[config.mk]
export PLATFORM = sky130hd
export DESIGN_NAME = pic_unit
export DESIGN_NICKNAME = d
export VERILOG_FILES = /design/src/include/pic_pkg.sv /design/src/core/pic_unit.sv
export SDC_FILE = /design/constraint.sdc
export NUM_CORES = 1
export LEC_CHECK = 0
export BUFFER_PORTS_ARGS = -buffer_cell sky130_fd_sc_hd__buf_2
export CAP_MARGIN = 40
export CORE_MARGIN = 1
export CORE_UTILIZATION = 38
export CTS_CLUSTER_SIZE = 30
export DETAILED_ROUTE_END_ITERATION = 16
export GPL_TIMING_DRIVEN = 1
export HOLD_SLACK_MARGIN = 0.02
export SLEW_MARGIN = 20
export SYNTH_ARGS = -nofsm -noshare
export SYNTH_HDL_FRONTEND = slang
export SYNTH_SLANG_ARGS = --single-unit
[constraint.sdc]
create_clock -name aclk -period 7.3 [get_ports aclk]
set_clock_uncertainty 0.15 [all_clocks]
set_input_delay 2.19 -clock aclk [delete_from_list [all_inputs] [get_ports aclk]]
set_output_delay 2.19 -clock aclk [all_outputs]
set_load 0.01 [all_outputs]
[src/include/pic_pkg.sv]
/*
 * constants, field layouts and types of the peripheral and pin
 * interrupt unit; assumes a 32-bit AXI4-Lite register bus
 */
package pic_pkg;
    // ------------------------------------------------------------
    // sizes
    // ------------------------------------------------------------
    localparam int PIN_N = 16;
    localparam int SLOW_N = 16;
    localparam int FAST_N = 8;
    localparam int SLOW_SLOTS = 4;
    localparam int SLOTS = 6;
    localparam int GRP_N = 6;
    localparam int FILT_LEN = 3;
    // ------------------------------------------------------------
    // vector numbers
    // ------------------------------------------------------------
    localparam logic [7:0] SLOW_VEC_MIN = 8'h80;
    localparam logic [7:0] SLOW_VEC_MAX = 8'hcf;
    localparam logic [7:0] FAST_VEC_MIN = 8'hd0;
    localparam logic [7:0] FAST_VEC_MAX = 8'hff;
    localparam logic [7:0] PIN_VEC_BASE = 8'h40;
    localparam logic [7:0] GRP_VEC_BASE = 8'h6a;
    // ------------------------------------------------------------
    // fixed detection type and group membership
    // ------------------------------------------------------------
    localparam logic [15:0] SLOW_EDGE_SRC = 16'h00ff;
    localparam logic [7:0] FAST_EDGE_SRC = 8'h0f;
    localparam logic [15:0] GRP_SLOW_E0 = 16'h00ff;
    localparam logic [15:0] GRP_SLOW_L0 = 16'h0f00;
    localparam logic [15:0] GRP_SLOW_L1 = 16'h3000;
    localparam logic [15:0] GRP_SLOW_L2 = 16'hc000;
    localparam logic [7:0] GRP_FAST_L0 = 8'h30;
    localparam logic [7:0] GRP_FAST_L1 = 8'hc0;
    // ------------------------------------------------------------
    // register map
    // ------------------------------------------------------------
    localparam logic [7:0] ADDR_PIN_MODE = 8'h00;
    localparam logic [7:0] ADDR_PIN_FILT = 8'h04;
    localparam logic [7:0] ADDR_GRP_EN0 = 8'h08;
    localparam logic [7:0] ADDR_EDGE_STAT = 8'h20;
    localparam logic [7:0] ADDR_PIN_PEND = 8'h24;
    localparam logic [7:0] ADDR_REQ = 8'h28;
    localparam logic [7:0] ADDR_SLOT0 = 8'h40;
    localparam logic [7:0] ADDR_STEP = 8'h04;
    localparam int SLOT_SEL_LSB = 0;
    localparam int SLOT_VEC_LSB = 8;
    localparam int SLOT_EN_BIT = 31;
    localparam int REQ_VALID_BIT = 31;
    localparam logic [1:0] RESP_OKAY = 2'h0;
    localparam logic [1:0] RESP_SLVERR = 2'h2;
    localparam logic [31:0] PIN_MODE_RST = 32'h0000_0000;

    typedef enum logic [1:0] {
        PM_LOW = 2'h0,
        PM_FALL = 2'h1,
        PM_RISE = 2'h2,
        PM_BOTH = 2'h3
    } pic_pin_mode_t;

    typedef struct packed {
        logic en;
        logic [7:0] vec;
        logic [4:0] sel;
    } pic_slot_t;

    localparam pic_slot_t SLOT_RST = '0;
endpackage

[src/core/pic_unit.sv]
/*
 * peripheral and pin interrupt unit: detects peripheral and pin
 * requests, merges groups, maps vector slots, presents one vector.
 * assumes peripheral sources come from logic on aclk and pins are
 * asynchronous; the core pulses core_ack when it takes a vector.
 */
// Design decisions made here: the AXI4-Lite slave port and the address map.
`timescale 1ns/100ps

// Overview of operation
// - each peripheral source is edge or level detected, fixed in hardware.
// - several peripheral sources can merge into one group request.
// - one edge group collects slow peripheral clock sources.
// - three level groups collect slow peripheral clock sources.
// - two level groups collect fast peripheral clock sources.
// - slow sources map by software to vectors 128 through 207.
// - fast sources map by software to vectors 208 through 255.
// - sixteen external pins, 0 to 15, are each a source.
// - pins detect low level, falling, rising or both edges.
// - every pin has its own detection mode setting.
// - optional digital noise filter on each pin input.
module pic_unit
    import pic_pkg::*;
(
    input wire logic aclk,
    input wire logic aresetn,
    input wire logic ce,
    input wire logic [7:0] awaddr,
    input wire logic awvalid,
    output logic awready,
    input wire logic [31:0] wdata,
    input wire logic [3:0] wstrb,
    input wire logic wvalid,
    output logic wready,
    output logic [1:0] bresp,
    output logic bvalid,
    input wire logic bready,
    input wire logic [7:0] araddr,
    input wire logic arvalid,
    output logic arready,
    output logic [31:0] rdata,
    output logic [1:0] rresp,
    output logic rvalid,
    input wire logic rready,
    input wire logic [SLOW_N-1:0] slow_src,
    input wire logic [FAST_N-1:0] fast_src,
    input wire logic [PIN_N-1:0] external_request_pin,
    input wire logic core_ack,
    output logic req_valid,
    output logic [7:0] req_vector
);
    function automatic logic vec_ok(input logic [7:0] v,
                                    input logic [7:0] lo,
                                    input logic [7:0] hi);
        return (v >= lo) && (v <= hi);
    endfunction

    function automatic logic [31:0] merge(input logic [31:0] old,
                                          input logic [31:0] d,
                                          input logic [3:0] s);
        logic [31:0] r;
        r = old;
        for (int b = 0; b < 4; b++) begin
            if (s[b]) begin
                r[b*8 +: 8] = d[b*8 +: 8];
            end
        end
        return r;
    endfunction

    // ------------------------------------------------------------
    // state
    // ------------------------------------------------------------
    logic [31:0] pin_mode;
    logic [PIN_N-1:0] pin_filt;
    logic [15:0] grp_en [GRP_N];
    pic_slot_t slot [SLOTS];
    logic [7:0] aw_addr;
    logic [31:0] w_data;
    logic [3:0] w_strb;
    logic [PIN_N-1:0] pin_s1, pin_s2, pin_val, pin_prev, pin_lat;
    logic [FILT_LEN-1:0] pin_hist [PIN_N];
    logic [SLOW_N-1:0] slow_q, slow_lat;
    logic [FAST_N-1:0] fast_q, fast_lat;
    logic [SLOW_N-1:0] slow_pend, slow_clr;
    logic [FAST_N-1:0] fast_pend, fast_clr;
    logic [PIN_N-1:0] pin_req, pin_clr;
    logic [GRP_N-1:0] grp_req;
    logic [SLOTS-1:0] slot_req;
    logic next_valid;
    logic [7:0] next_vector;
    logic ack_hit, do_wr, wr_err;
    logic [31:0] wr_word, rd_word;
    logic rd_err;

    // ------------------------------------------------------------
    // axi write channel
    // ------------------------------------------------------------
    assign do_wr = ce && !awready && !wready && !bvalid;
    assign wr_word = merge(32'h0000_0000, w_data, w_strb);

    function automatic logic [7:0] wdata_vec();
        return w_data[SLOT_VEC_LSB +: 8];
    endfunction

    always_comb begin
        wr_err = 1'b1;
        if (aw_addr == ADDR_PIN_MODE || aw_addr == ADDR_PIN_FILT ||
            aw_addr == ADDR_EDGE_STAT) begin
            wr_err = 1'b0;
        end
        for (int g = 0; g < GRP_N; g++) begin
            if (aw_addr == ADDR_GRP_EN0 + 8'(g) * ADDR_STEP) begin
                wr_err = 1'b0;
            end
        end
        for (int k = 0; k < SLOTS; k++) begin
            if (aw_addr == ADDR_SLOT0 + 8'(k) * ADDR_STEP) begin
                wr_err = !(k < SLOW_SLOTS
                    ? vec_ok(wdata_vec(), SLOW_VEC_MIN, SLOW_VEC_MAX)
                    : vec_ok(wdata_vec(), FAST_VEC_MIN, FAST_VEC_MAX));
            end
        end
    end

    always_ff @(posedge aclk) begin
        if (!aresetn) begin
            awready <= 1'b1;
            wready <= 1'b1;
            bvalid <= 1'b0;
            bresp <= RESP_OKAY;
            aw_addr <= 8'h00;
            w_data <= 32'h0000_0000;
            w_strb <= 4'h0;
        end else if (ce) begin
            if (awvalid && awready) begin
                awready <= 1'b0;
                aw_addr <= awaddr;
            end
            if (wvalid && wready) begin
                wready <= 1'b0;
                w_data <= wdata;
                w_strb <= wstrb;
            end
            if (do_wr) begin
                bvalid <= 1'b1;
                bresp <= wr_err ? RESP_SLVERR : RESP_OKAY;
            end
            if (bvalid && bready) begin
                bvalid <= 1'b0;
                awready <= 1'b1;
                wready <= 1'b1;
            end
        end
    end

    // ------------------------------------------------------------
    // configuration registers
    // ------------------------------------------------------------
    always_ff @(posedge aclk) begin
        if (!aresetn) begin
            pin_mode <= PIN_MODE_RST;
            pin_filt <= '0;
            for (int g = 0; g < GRP_N; g++) begin
                grp_en[g] <= '0;
            end
            for (int k = 0; k < SLOTS; k++) begin
                slot[k] <= SLOT_RST;
            end
        end else if (do_wr && !wr_err) begin
            if (aw_addr == ADDR_PIN_MODE) begin
                pin_mode <= merge(pin_mode, w_data, w_strb);
            end
            if (aw_addr == ADDR_PIN_FILT) begin
                pin_filt <= 16'(merge({16'h0000, pin_filt}, w_data,
                                      w_strb));
            end
            for (int g = 0; g < GRP_N; g++) begin
                if (aw_addr == ADDR_GRP_EN0 + 8'(g) * ADDR_STEP) begin
                    grp_en[g] <= 16'(merge({16'h0000, grp_en[g]}, w_data,
                                           w_strb));
                end
            end
            for (int k = 0; k < SLOTS; k++) begin
                if (aw_addr == ADDR_SLOT0 + 8'(k) * ADDR_STEP) begin
                    slot[k] <= '{en: w_data[SLOT_EN_BIT],
                                 vec: w_data[SLOT_VEC_LSB +: 8],
                                 sel: w_data[SLOT_SEL_LSB +: 5]};
                end
            end
        end
    end

    // ------------------------------------------------------------
    // axi read channel
    // ------------------------------------------------------------
    always_comb begin
        rd_word = 32'h0000_0000;
        rd_err = 1'b0;
        case (araddr)
            ADDR_PIN_MODE: rd_word = pin_mode;
            ADDR_PIN_FILT: rd_word = {16'h0000, pin_filt};
            ADDR_EDGE_STAT: rd_word = {16'h0000, slow_lat & GRP_SLOW_E0};
            ADDR_PIN_PEND: rd_word = {16'h0000, pin_req};
            ADDR_REQ: begin
                rd_word[REQ_VALID_BIT] = req_valid;
                rd_word[7:0] = req_vector;
            end
            default: rd_err = 1'b1;
        endcase
        for (int g = 0; g < GRP_N; g++) begin
            if (araddr == ADDR_GRP_EN0 + 8'(g) * ADDR_STEP) begin
                rd_word = {16'h0000, grp_en[g]};
                rd_err = 1'b0;
            end
        end
        for (int k = 0; k < SLOTS; k++) begin
            if (araddr == ADDR_SLOT0 + 8'(k) * ADDR_STEP) begin
                rd_word = 32'h0000_0000;
                rd_word[SLOT_EN_BIT] = slot[k].en;
                rd_word[SLOT_VEC_LSB +: 8] = slot[k].vec;
                rd_word[SLOT_SEL_LSB +: 5] = slot[k].sel;
                rd_err = 1'b0;
            end
        end
    end

    always_ff @(posedge aclk) begin
        if (!aresetn) begin
            arready <= 1'b1;
            rvalid <= 1'b0;
            rdata <= 32'h0000_0000;
            rresp <= RESP_OKAY;
        end else if (ce) begin
            if (arvalid && arready) begin
                arready <= 1'b0;
                rvalid <= 1'b1;
                rdata <= rd_err ? 32'h0000_0000 : rd_word;
                rresp <= rd_err ? RESP_SLVERR : RESP_OKAY;
            end
            if (rvalid && rready) begin
                rvalid <= 1'b0;
                arready <= 1'b1;
            end
        end
    end

    // ------------------------------------------------------------
    // pin synchroniser, filter, detection
    // ------------------------------------------------------------
    always_ff @(posedge aclk) begin
        if (!aresetn) begin
            pin_s1 <= '1;
            pin_s2 <= '1;
            pin_val <= '1;
            pin_prev <= '1;
            for (int i = 0; i < PIN_N; i++) begin
                pin_hist[i] <= '1;
            end
        end else if (ce) begin
            pin_s1 <= external_request_pin;
            pin_s2 <= pin_s1;
            pin_prev <= pin_val;
            for (int i = 0; i < PIN_N; i++) begin
                pin_hist[i] <= {pin_hist[i][FILT_LEN-2:0], pin_s2[i]};
                if (!pin_filt[i]) begin
                    pin_val[i] <= pin_s2[i];
                end else if (&pin_hist[i] || ~|pin_hist[i]) begin
                    pin_val[i] <= pin_hist[i][0];
                end
            end
        end
    end

    always_ff @(posedge aclk) begin
        if (!aresetn) begin
            pin_lat <= '0;
        end else if (ce) begin
            for (int i = 0; i < PIN_N; i++) begin
                case (pic_pin_mode_t'(pin_mode[2*i +: 2]))
                    PM_FALL: pin_lat[i] <= (!pin_val[i] && pin_prev[i]) ||
                                           (pin_lat[i] && !pin_clr[i]);
                    PM_RISE: pin_lat[i] <= (pin_val[i] && !pin_prev[i]) ||
                                           (pin_lat[i] && !pin_clr[i]);
                    PM_BOTH: pin_lat[i] <= (pin_val[i] != pin_prev[i]) ||
                                           (pin_lat[i] && !pin_clr[i]);
                    default: pin_lat[i] <= 1'b0;
                endcase
            end
        end
    end

    always_comb begin
        for (int i = 0; i < PIN_N; i++) begin
            pin_req[i] = (pic_pin_mode_t'(pin_mode[2*i +: 2]) == PM_LOW)
                       ? !pin_val[i] : pin_lat[i];
        end
    end

    // ------------------------------------------------------------
    // peripheral sources and groups
    // ------------------------------------------------------------
    always_ff @(posedge aclk) begin
        if (!aresetn) begin
            slow_q <= '0;
            fast_q <= '0;
            slow_lat <= '0;
            fast_lat <= '0;
        end else if (ce) begin
            slow_q <= slow_src;
            fast_q <= fast_src;
            slow_lat <= SLOW_EDGE_SRC & ((slow_src & ~slow_q) |
                                         (slow_lat & ~slow_clr));
            fast_lat <= FAST_EDGE_SRC & ((fast_src & ~fast_q) |
                                         (fast_lat & ~fast_clr));
        end
    end

    assign slow_pend = slow_lat | (slow_src & ~SLOW_EDGE_SRC);
    assign fast_pend = fast_lat | (fast_src & ~FAST_EDGE_SRC);

    assign grp_req[0] = |(slow_pend & GRP_SLOW_E0 & grp_en[0]);
    assign grp_req[1] = |(slow_pend & GRP_SLOW_L0 & grp_en[1]);
    assign grp_req[2] = |(slow_pend & GRP_SLOW_L1 & grp_en[2]);
    assign grp_req[3] = |(slow_pend & GRP_SLOW_L2 & grp_en[3]);
    assign grp_req[4] = |(fast_pend & GRP_FAST_L0 & grp_en[4][7:0]);
    assign grp_req[5] = |(fast_pend & GRP_FAST_L1 & grp_en[5][7:0]);

    // ------------------------------------------------------------
    // slots, arbitration, acknowledge
    // ------------------------------------------------------------
    assign ack_hit = ce && core_ack && req_valid;

    always_comb begin
        slow_clr = '0;
        fast_clr = '0;
        pin_clr = '0;
        slot_req = '0;
        next_valid = 1'b0;
        next_vector = 8'h00;
        for (int k = SLOTS - 1; k >= 0; k--) begin
            if (k < SLOW_SLOTS) begin
                slot_req[k] = slot[k].en && slot[k].sel < 5'(SLOW_N) &&
                              slow_pend[slot[k].sel[3:0]];
            end else begin
                slot_req[k] = slot[k].en && slot[k].sel < 5'(FAST_N) &&
                              fast_pend[slot[k].sel[2:0]];
            end
            if (slot_req[k]) begin
                next_valid = 1'b1;
                next_vector = slot[k].vec;
            end
            if (ack_hit && slot[k].en && slot[k].vec == req_vector) begin
                if (k < SLOW_SLOTS) begin
                    slow_clr[slot[k].sel[3:0]] = 1'b1;
                end else begin
                    fast_clr[slot[k].sel[2:0]] = 1'b1;
                end
            end
        end
        if (do_wr && aw_addr == ADDR_EDGE_STAT) begin
            slow_clr = slow_clr | wr_word[SLOW_N-1:0];
        end
        for (int g = GRP_N - 1; g >= 0; g--) begin
            if (grp_req[g]) begin
                next_valid = 1'b1;
                next_vector = GRP_VEC_BASE + 8'(g);
            end
        end
        for (int i = PIN_N - 1; i >= 0; i--) begin
            if (pin_req[i]) begin
                next_valid = 1'b1;
                next_vector = PIN_VEC_BASE + 8'(i);
            end
            pin_clr[i] = ack_hit && req_vector == PIN_VEC_BASE + 8'(i);
        end
    end

    always_ff @(posedge aclk) begin
        if (!aresetn) begin
            req_valid <= 1'b0;
            req_vector <= 8'h00;
        end else if (ce) begin
            req_valid <= next_valid && !ack_hit;
            req_vector <= next_vector;
        end
    end
endmodule

==> results of run 1 <==
## power by group
group	internal (W)	total [W]	switching [W]
logic	0.000187	0.000532	0.000346
clock network	0.00171	0.00286	0.00115
registers	0.00285	0.00297	0.000123
## flip-flops by register name, summed over array words and instances, names as in the netlist, 8 cells and up
| register | flops |
|---|---|
| rdata | 32 |
| pin_s1 | 16 |
| pin_s2 | 16 |
| grp_en | 96 |
| w_data | 32 |
| aw_addr | 8 |
| slow_q | 8 |
| pin_hist | 48 |
| slot | 84 |
| pin_lat | 16 |
| slow_lat | 8 |
| pin_filt | 16 |
| pin_val | 16 |
| pin_mode | 32 |
| pin_prev | 16 |
| req_vector | 8 |
## per-stage QoR
stage	std cells	util (%)
finish	3474	44.0
CTS	3470	44.0
global route	3472	44.0
detailed placement	3372	41.0
floorplan	2487	-
global placement	3360	40.8
## synth_stat cells (12+ instances only)
cell,number
ha_1,32
a22oi_1,35
a31oi_1,12
buf_2,25
clkbuf_1,110
mux4_2,16
and2_1,183
edfxtp_1,228
nor3_1,41
and3_1,14
nand2_1,244
o21ai_0,125
mux2i_1,158
a21boi_0,36
o22ai_1,41
o211ai_1,23
nand3b_1,14
xor2_1,16
nand3_1,56
a32oi_1,12
nand4_1,22
buf_1,17
dfxtp_1,244
xnor2_1,32
nor2b_1,51
inv_1,61
nand2b_1,60
o31ai_1,15
nor2_1,191
a21oi_1,145
a211oi_1,12
## routing by layer
layer  vias up  routed length [um]
li1       9131                   -
met1     10200               41700
met2      1075               40900
met3       185                8000
met4         2                3320
met5         -                  13
## worst min-delay path: cells and delay by family (launching register included)
| kind | cells | cell delay, ns |
|---|---|---|
| compound gates | 1 | 0.05 |
| flops | 1 | 0.31 |
| simple gates | 1 | 0.05 |
## worst max path at each step
| stage | startpoint | to | slack [ns] | depth (start not counted) |
|---|---|---|---|---|
| global route | araddr[3] | rdata[13] | 2.42 | 8 |
| detailed placement | araddr[3] | rdata[2] | 2.03 | 7 |
| floorplan | ce | slot[0][42] | 2.18 | 6 |
| global placement | araddr[3] | rdata[13] | 1.94 | 8 |
| finish | araddr[3] | rdata[2] | 2.49 | 7 |
| CTS | araddr[3] | rdata[13] | 2.66 | 8 |
## area by class of cell
type | instances | share of cell area (%)
antenna | 3 | 0.0270
clock buffer | 75 | 5.47
clock inverter | 23 | 1.23
inverter | 63 | 0.850
multi-input combinational | 1784 | 41.9
sequential | 472 | 42.2
tap | 846 | 3.81
timing repair buffer | 208 | 4.54
## logic make-up (layout without fill, tap and decap cells)
logic type | Yosys count | in the layout | synth area share [%]
other | 1 | 5 | 0.0154
flip-flops | 472 | 472 | 48.2
XOR/XNOR | 48 | 48 | 1.73
AO/OA/AOI/OAI | 568 | 568 | 15.3
buffers and inverters | 231 | 369 | 4.04
adder cells (fa/ha/maj) | 32 | 32 | 1.64
AND/OR/NAND/NOR | 954 | 954 | 20.8
multiplexers | 180 | 180 | 8.26
==> metrics.cfg, run 1 <==
[status]
status = complete, no violations

[critical_path]
arrival_ns = 5.15
path_max_fanout = 29
crit-reg2reg-launch = aw_addr[4]
r2r-end = grp_en[5][14]
critPathTopFamily = compound AO/OA/AOI/OAI gates
cpMaxStageDelayCell = nand4_1
crit_type = in -> reg
crit_path_cell_trace = buf_2 -> buf_4 -> nand4_1 -> o22a_1 -> a31oi_1 -> o221ai_1 -> a22o_1
r2r_cells = 8
critical_path.startpoint_type = primary input
rrSetupSlack_ns = 3.45
max_stage_delay_ns = 0.71
cp.required_ns = 7.64
cp-end-kind = flip-flop
cp_num_buf_inv = 2

[yosys]
yosysWarnings = 0
synth_cell_types = 100
post_synth.cell_area_avg_um2 = 9.79
synth-async-reset-ratio_pct = 0
syn_inst = 2486
synth-seq-cells = 472
synth_area_leader_cell = edfxtp_1
synth_top_flop_cell = dfxtp_1
synth_edf_count = 228
yosysSeqAreaShare_pct = 48.2
synth_top_area_share_pct = 28.1
syn_area_um2 = 24300
synth.area.top_cells = edfxtp_1 (28%), dfxtp_1 (20%), mux2i_1 (6.5%)

[sta]
setup_viol = 0
hold_viol = 0
worstMarginPinSlew_ns = 0.944
rsz0062_at_grt = no
slew_headroom_pct = 35.3
max_freq_ghz = 0.208
setup_tns_ns = 0
slew_violations = 0
layout_min_cycle_time_ns = 4.81
finalCritPeriodShare_pct = 65.9
setup_slack_ns = 2.49
fin_hold_ws_ns = 0.307

[min_path]
hold_depth = 2
worstHoldStart = rdata[31]
hp-class = reg -> reg
hold_path_end = rdata[31]

[global_route]
grt_max_degree = 81
use_met2_pct = 43.7
grt_antenna_before_repair = 8
use_met3_pct = 4.92
gr-usage-all-layers_pct = 28.6
grt_busiest_layer = met2
grt_pass1_vias = 19000
grt_pass1_wl_um = 135000
grt_util_met1_pct = 40.8
grt-ovfl-total = 0

[clock_tree]
cts_setup_buffers = 0
clockBufferDepth = 3
cts_hold_buf = 0
clkTransAtPathRegs_ns = 0.06
postCtsResizedCells = 0
cts_tree = built
insertion_delay_ns = 0.64
clock_sinks = 472
cts_root_buffer = clkbuf_16
cts-htree-levels = 2
cts_buffers = 52

[detailed_routing]
via_count = 20600
drt-pass1-iter-count = 8
drt_wl_total_um = 93900
drc = 0
initialDrtViolationCount = 2206
viasPerCell = 5.92
ant_nets = 0
wl_per_cell_um = 27.0

[layout]
final_cell_mix = nand2_1 (244), dfxtp_1 (244), edfxtp_1 (228)
multi_input_area_um2 = 11600
fin_area_um2 = 27800
drive_gt1_share_pct = 13.9
syn2layout_area_growth_pct = 14.2
fin_nets = 2714
fillers = 5986
seq_area_um2 = 11700

[floorplanning]
die_area_um2 = 65100
die_h_um = 255
die_w_um = 255
io_pins = 151
num_rows = 92
core_area_um2 = 63200
start_util_pct = 38.5

[power_and_ir_drop]
peakVddDrop_mv = 0.174
p_total_w = 0.00636
powerDensity_nw_per_um2 = 229
power.leakage_nw = 10.9

[placed_design]
dpl.hpwl_um = 69700
pre_cts_ws_ns = 2.03
place_area_um2 = 25900
io_buffer_count = 148
finalWeightedCongestion = 1.03

[run]
cap_violations = 0

Power figures use the tool's default switching activity.
==> run 2: changes to the inputs <==
clock period = 4.7 ns   (was 7.3 ns; I/O delays follow)
==> metrics.cfg, run 2 (synthesized netlist as in run 1, its figures left out) <==
[layout]
regMostFlops = grp_en
top_regs = grp_en (96), slot (84), pin_hist (48)
fin_nets = 2733  ; +0.70%
multi_input_area_um2 = 11600  ; about the same
fin_util_pct = 44.0  ; about the same
drive_gt1_share_pct = 14.4  ; +0.41 points
syn2layout_area_growth_pct = 14.3  ; about the same
fillers = 6085  ; +1.7%
final_cell_mix = nand2_1 (244), dfxtp_1 (244), edfxtp_1 (228)
largest_reg_flops = 96  ; unchanged
seq_area_um2 = 11700  ; unchanged

[detailed_routing]
drc = 0  ; unchanged
ant_nets = 0  ; unchanged
drt-pass1-iter-count = 6  ; -2
drt_wl_total_um = 93100  ; -0.78%
via_count = 20400  ; -0.59%
initialDrtViolationCount = 2228  ; +1.0%
viasPerCell = 5.86  ; -1.0%
wl_per_cell_um = 26.7  ; -1.2%

[critical_path]
critPathTopFamily = compound AO/OA/AOI/OAI gates
cp_num_buf_inv = 1  ; -1
cp.required_ns = 5.07  ; -2.57 ns
arrival_ns = 4.02  ; -1.13 ns
crit_path_cell_trace = buf_4 -> nor4b_2 -> nand2_1 -> o22ai_1 -> a32oi_1 -> a21oi_1 -> o221ai_1 -> a221oi_1
crit_type = in -> reg
critical_path.startpoint_type = primary input
max_stage_delay_ns = 0.51  ; -0.20 ns
path_max_fanout = 27  ; -6.9%
cp-end-kind = flip-flop
cpMaxStageDelayCell = nor4b_2

[floorplanning]
start_util_pct = 38.5  ; unchanged
die_w_um = 255  ; unchanged
die_area_um2 = 65100  ; unchanged
num_rows = 92  ; unchanged
die_h_um = 255  ; unchanged
io_pins = 151  ; unchanged
core_area_um2 = 63200  ; unchanged

[clock_tree]
clock_sinks = 472  ; unchanged
cts-htree-levels = 2  ; unchanged
cts_root_buffer = clkbuf_16
cts_hold_buf = 0  ; unchanged
clockBufferDepth = 3  ; unchanged
cts_buffers = 52  ; unchanged
postCtsResizedCells = 0  ; unchanged
insertion_delay_ns = 0.62  ; -0.02 ns
cts_tree = built
clkTransAtPathRegs_ns = 0.06  ; about the same
cts_setup_buffers = 0  ; unchanged

[global_route]
gr-usage-all-layers_pct = 28.4  ; -0.19 points
grt_pass1_vias = 19000  ; +0.021%
grt_max_degree = 76  ; -6.2%
grt-ovfl-total = 0  ; unchanged
grt_antenna_before_repair = 8  ; unchanged
grt_pass1_wl_um = 133000  ; -0.92%

[sta]
setup_tns_ns = 0  ; unchanged
layout_min_cycle_time_ns = 3.65
rsz0062_at_grt = no
worstMarginPinSlew_ns = 0.928  ; -0.0152 ns
slew_headroom_pct = 38.0  ; +2.7 points
finalCritPeriodShare_pct = 77.6
slew_violations = 0  ; unchanged
hold_viol = 0  ; unchanged
max_freq_ghz = 0.274
setup_viol = 0  ; unchanged

[status]
status = complete, no violations

[placed_design]
finalWeightedCongestion = 1.04  ; +0.79%
dpl.hpwl_um = 69000  ; -1.1%
io_buffer_count = 148  ; unchanged

[min_path]
hp-class = reg -> reg

[power_and_ir_drop]
powerDensity_nw_per_um2 = 346  ; +51%
peakVddDrop_mv = 0.259  ; +49%
power.leakage_nw = 10.9  ; +0.30%

[run]
cap_violations = 0  ; unchanged

-- run 2: worst reg2reg max path, stage by stage (launching register included) --
cell	delay [ns]
dfxtp_1	0.36
nor3_2	0.43
a41oi_1	0.20
a311o_1	0.38
a21boi_2	0.42
nand2_2	0.25
nor3_4	0.44
a21o_1	0.37
-- run 2: path summary, 6_finish.rpt --
kind | to | depth (start not counted) | startpoint | slack, ns
worst max-delay path | rdata[13] | 8 | araddr[2] | 1.05
worst min-delay path | rdata[31] | 2 | rdata[31] | 0.31
worst max register to register | grp_en[0][4] | 7 | aw_addr[0] | 1.37
worst min register to register | rdata[31] | 2 | rdata[31] | 0.31
-- run 2: area by class of cell --
| class | instances | share of cell area (%) |
|---|---|---|
| inverters | 63 | 0.850 |
| clock inverters | 15 | 0.598 |
| clock buffers | 80 | 5.60 |
| diodes | 2 | 0.0180 |
| flip-flops and latches | 472 | 42.2 |
| repair buffers | 227 | 5.08 |
| multi-input cells | 1784 | 41.9 |
| well taps | 846 | 3.81 |
-- run 2: per-stage QoR --
step | cells | worst slack, ns | hold slack (ns) | total power (W) | cell area, um^2
floorplan | 2487 | 0.364 | 0.282 | 0.00509 | 24300
global placement | 3385 | 0.538 | 0.300 | 0.00549 | 26000
detailed placement | 3389 | 0.574 | 0.303 | 0.00551 | 26100
CTS | 3484 | 1.22 | 0.312 | 0.00966 | 27800
global route | 3489 | 1.01 | 0.336 | 0.00988 | 27800
finish | 3489 | 1.05 | 0.310 | 0.00962 | 27800
-- run 2: metal layers --
metal  track usage (%)  vias to the layer above  part of all wire (%)
met5                 0                        -                 0.039
met4              10.4                        6                   3.7
met1              41.2                    10100                    45
li1                  -                     9189                     -
met3              4.56                      153                   8.2
met2              42.4                      959                    43
-- run 2: report_power, final --
part           leakage, nW  total (W)  internal (W)  switching, W
Sequential            4.20    0.00464       0.00442      0.000213
Clock                0.849    0.00418       0.00244       0.00174
Combinational         5.85   0.000807      0.000296      0.000511
Total                 10.9    0.00962       0.00716       0.00246
==> run 3: changes to the inputs <==
clock period = 3.5 ns   (was 4.7 ns; I/O delays follow)
==> metrics.cfg, run 3 (synthesized netlist as in run 1, its figures left out) <==
[critical_path]
cp-end-kind = flip-flop
crit_type = reg -> reg
path_max_fanout = 10  ; -63%
critical_path.startpoint_type = flip-flop
cp.required_ns = 3.84  ; -1.23 ns
arrival_ns = 3.59  ; -0.43 ns
rrSetupSlack_ns = 0.25  ; -1.12 ns

[detailed_routing]
ant_nets = 0  ; unchanged
drt-pass1-iter-count = 6  ; unchanged
wl_per_cell_um = 26.5  ; -0.72%
drt_wl_total_um = 95300  ; +2.3%
drc = 0  ; unchanged
via_count = 21100  ; +3.0%
viasPerCell = 5.86  ; about the same
initialDrtViolationCount = 2791  ; +25%

[floorplanning]
die_area_um2 = 65100  ; unchanged
core_area_um2 = 63200  ; unchanged
die_h_um = 255  ; unchanged
die_w_um = 255  ; unchanged
num_rows = 92  ; unchanged
start_util_pct = 38.5  ; unchanged
io_pins = 151  ; unchanged

[placed_design]
pre_cts_ws_ns = -0.0865  ; -0.660 ns
io_buffer_count = 148  ; unchanged
dpl.hpwl_um = 71700  ; +3.9%
finalWeightedCongestion = 1.01  ; -2.3%
place_area_um2 = 27200  ; +4.4%

[clock_tree]
cts_root_buffer = clkbuf_16
insertion_delay_ns = 0.63  ; about the same
cts_hold_buf = 0  ; unchanged
clkTransAtPathRegs_ns = 0.06  ; about the same
postCtsResizedCells = 0  ; unchanged
clock_sinks = 472  ; unchanged
cts_setup_buffers = 0  ; unchanged
clockBufferDepth = 3  ; unchanged
cts-htree-levels = 2  ; unchanged
cts_tree = built
cts_buffers = 52  ; unchanged

[run]
cap_violations = 0  ; unchanged

[sta]
rsz0062_at_grt = no
worstMarginPinSlew_ns = 0.886  ; -0.0424 ns
setup_viol = 0  ; unchanged
max_freq_ghz = 0.308
finalCritPeriodShare_pct = 92.9
hold_viol = 0  ; unchanged
layout_min_cycle_time_ns = 3.25
slew_headroom_pct = 40.9  ; +2.8 points
setup_slack_ns = 0.248  ; -0.806 ns
slew_violations = 0  ; unchanged
fin_hold_ws_ns = 0.318  ; +0.00834 ns

[layout]
final_cell_mix = nand2_1 (244), dfxtp_1 (244), edfxtp_1 (228)
antenna_cells = 0  ; -2
regMostFlops = grp_en
fin_nets = 2841  ; +4.0%
drive_gt1_share_pct = 18.1  ; +3.7 points
largest_reg_flops = 96  ; unchanged
top_regs = grp_en (96), slot (84), pin_hist (48)
fillers = 5921  ; -2.7%
fin_util_pct = 46.0  ; +1.9 points
fin_area_um2 = 29000  ; +4.4%
syn2layout_area_growth_pct = 19.3

[global_route]
grt_max_degree = 121  ; +59%
grt_antenna_before_repair = 9  ; +1
grt_pass1_vias = 19900  ; +4.5%
gr-usage-all-layers_pct = 29.1  ; +0.67 points
grt-ovfl-total = 0  ; unchanged
grt_pass1_wl_um = 137000  ; +3.0%

[power_and_ir_drop]
p_total_w = 0.0134  ; +39%
powerDensity_nw_per_um2 = 461  ; +33%
power.leakage_nw = 11.6  ; +6.2%
peakVddDrop_mv = 0.322  ; +24%

[status]
status = complete, no violations

[min_path]
hp-class = reg -> reg

## run 3: changes by cell type in the layout (fill, tap and decap cells not counted), moves of 2 or more
cell,previous run,this run
clkinv_1,1,3
diode_2,2,0
buf_8,1,6
buf_4,75,158
clkinv_2,8,11
o21ai_2,0,2
clkinv_4,0,2
buf_12,3,25
o21ai_1,10,8
clkinvlp_4,1,3
clkbuf_16,54,52
clkbuf_1,15,6
bufinv_16,3,9
clkbuf_8,11,6
## run 3: path summary, 6_finish.rpt
kind | start | end | depth (start not counted)
max | slot[0][42] | req_vector[5] | 8
min | pin_s2[5] | pin_s2[5] | 2
max reg2reg | slot[0][42] | req_vector[5] | 8
min reg2reg | pin_s2[5] | pin_s2[5] | 2
## run 3: cell type report
type,instances,area [um^2],share of cell area [%]
clock buffers,65,1410,4.87
clock inverters,31,437,1.50
inverters,63,236,0.814
multi-input cells,1784,11700,40.1
flip-flops and latches,472,11700,40.4
well taps,846,1060,3.64
repair buffers,335,2510,8.65
## run 3: worst max-delay path, stage by stage, from the launching register on
cell and delay [ns]:
edfxtp_1 0.81, mux4_2 0.65, mux2i_1 0.17, or4b_1 0.28, nand2_2 0.13, a221o_1 0.30
a221oi_1 0.34, buf_4 0.19, o21ai_1 0.06
## run 3: per-layer routing
metal	global-route usage (%)	routed length, um	up-vias
met1	41.4	41200	10400
met3	5.95	9540	207
met4	9.73	3370	6
met2	43.7	41100	1084
met5	0	44	-
li1	-	-	9395
## run 3: power by group
| group | switching, W | internal (W) |
|---|---|---|
| Combinational | 0.000733 | 0.000477 |
| Clock | 0.00243 | 0.00354 |
| Sequential | 0.000261 | 0.00594 |
## run 3: metrics by stage
stage	cells	setup TNS (ns)
floorplan	2487	-6.10
global placement	3494	-0.200
detailed placement	3500	-0.237
CTS	3596	0
global route	3596	0
finish	3596	0
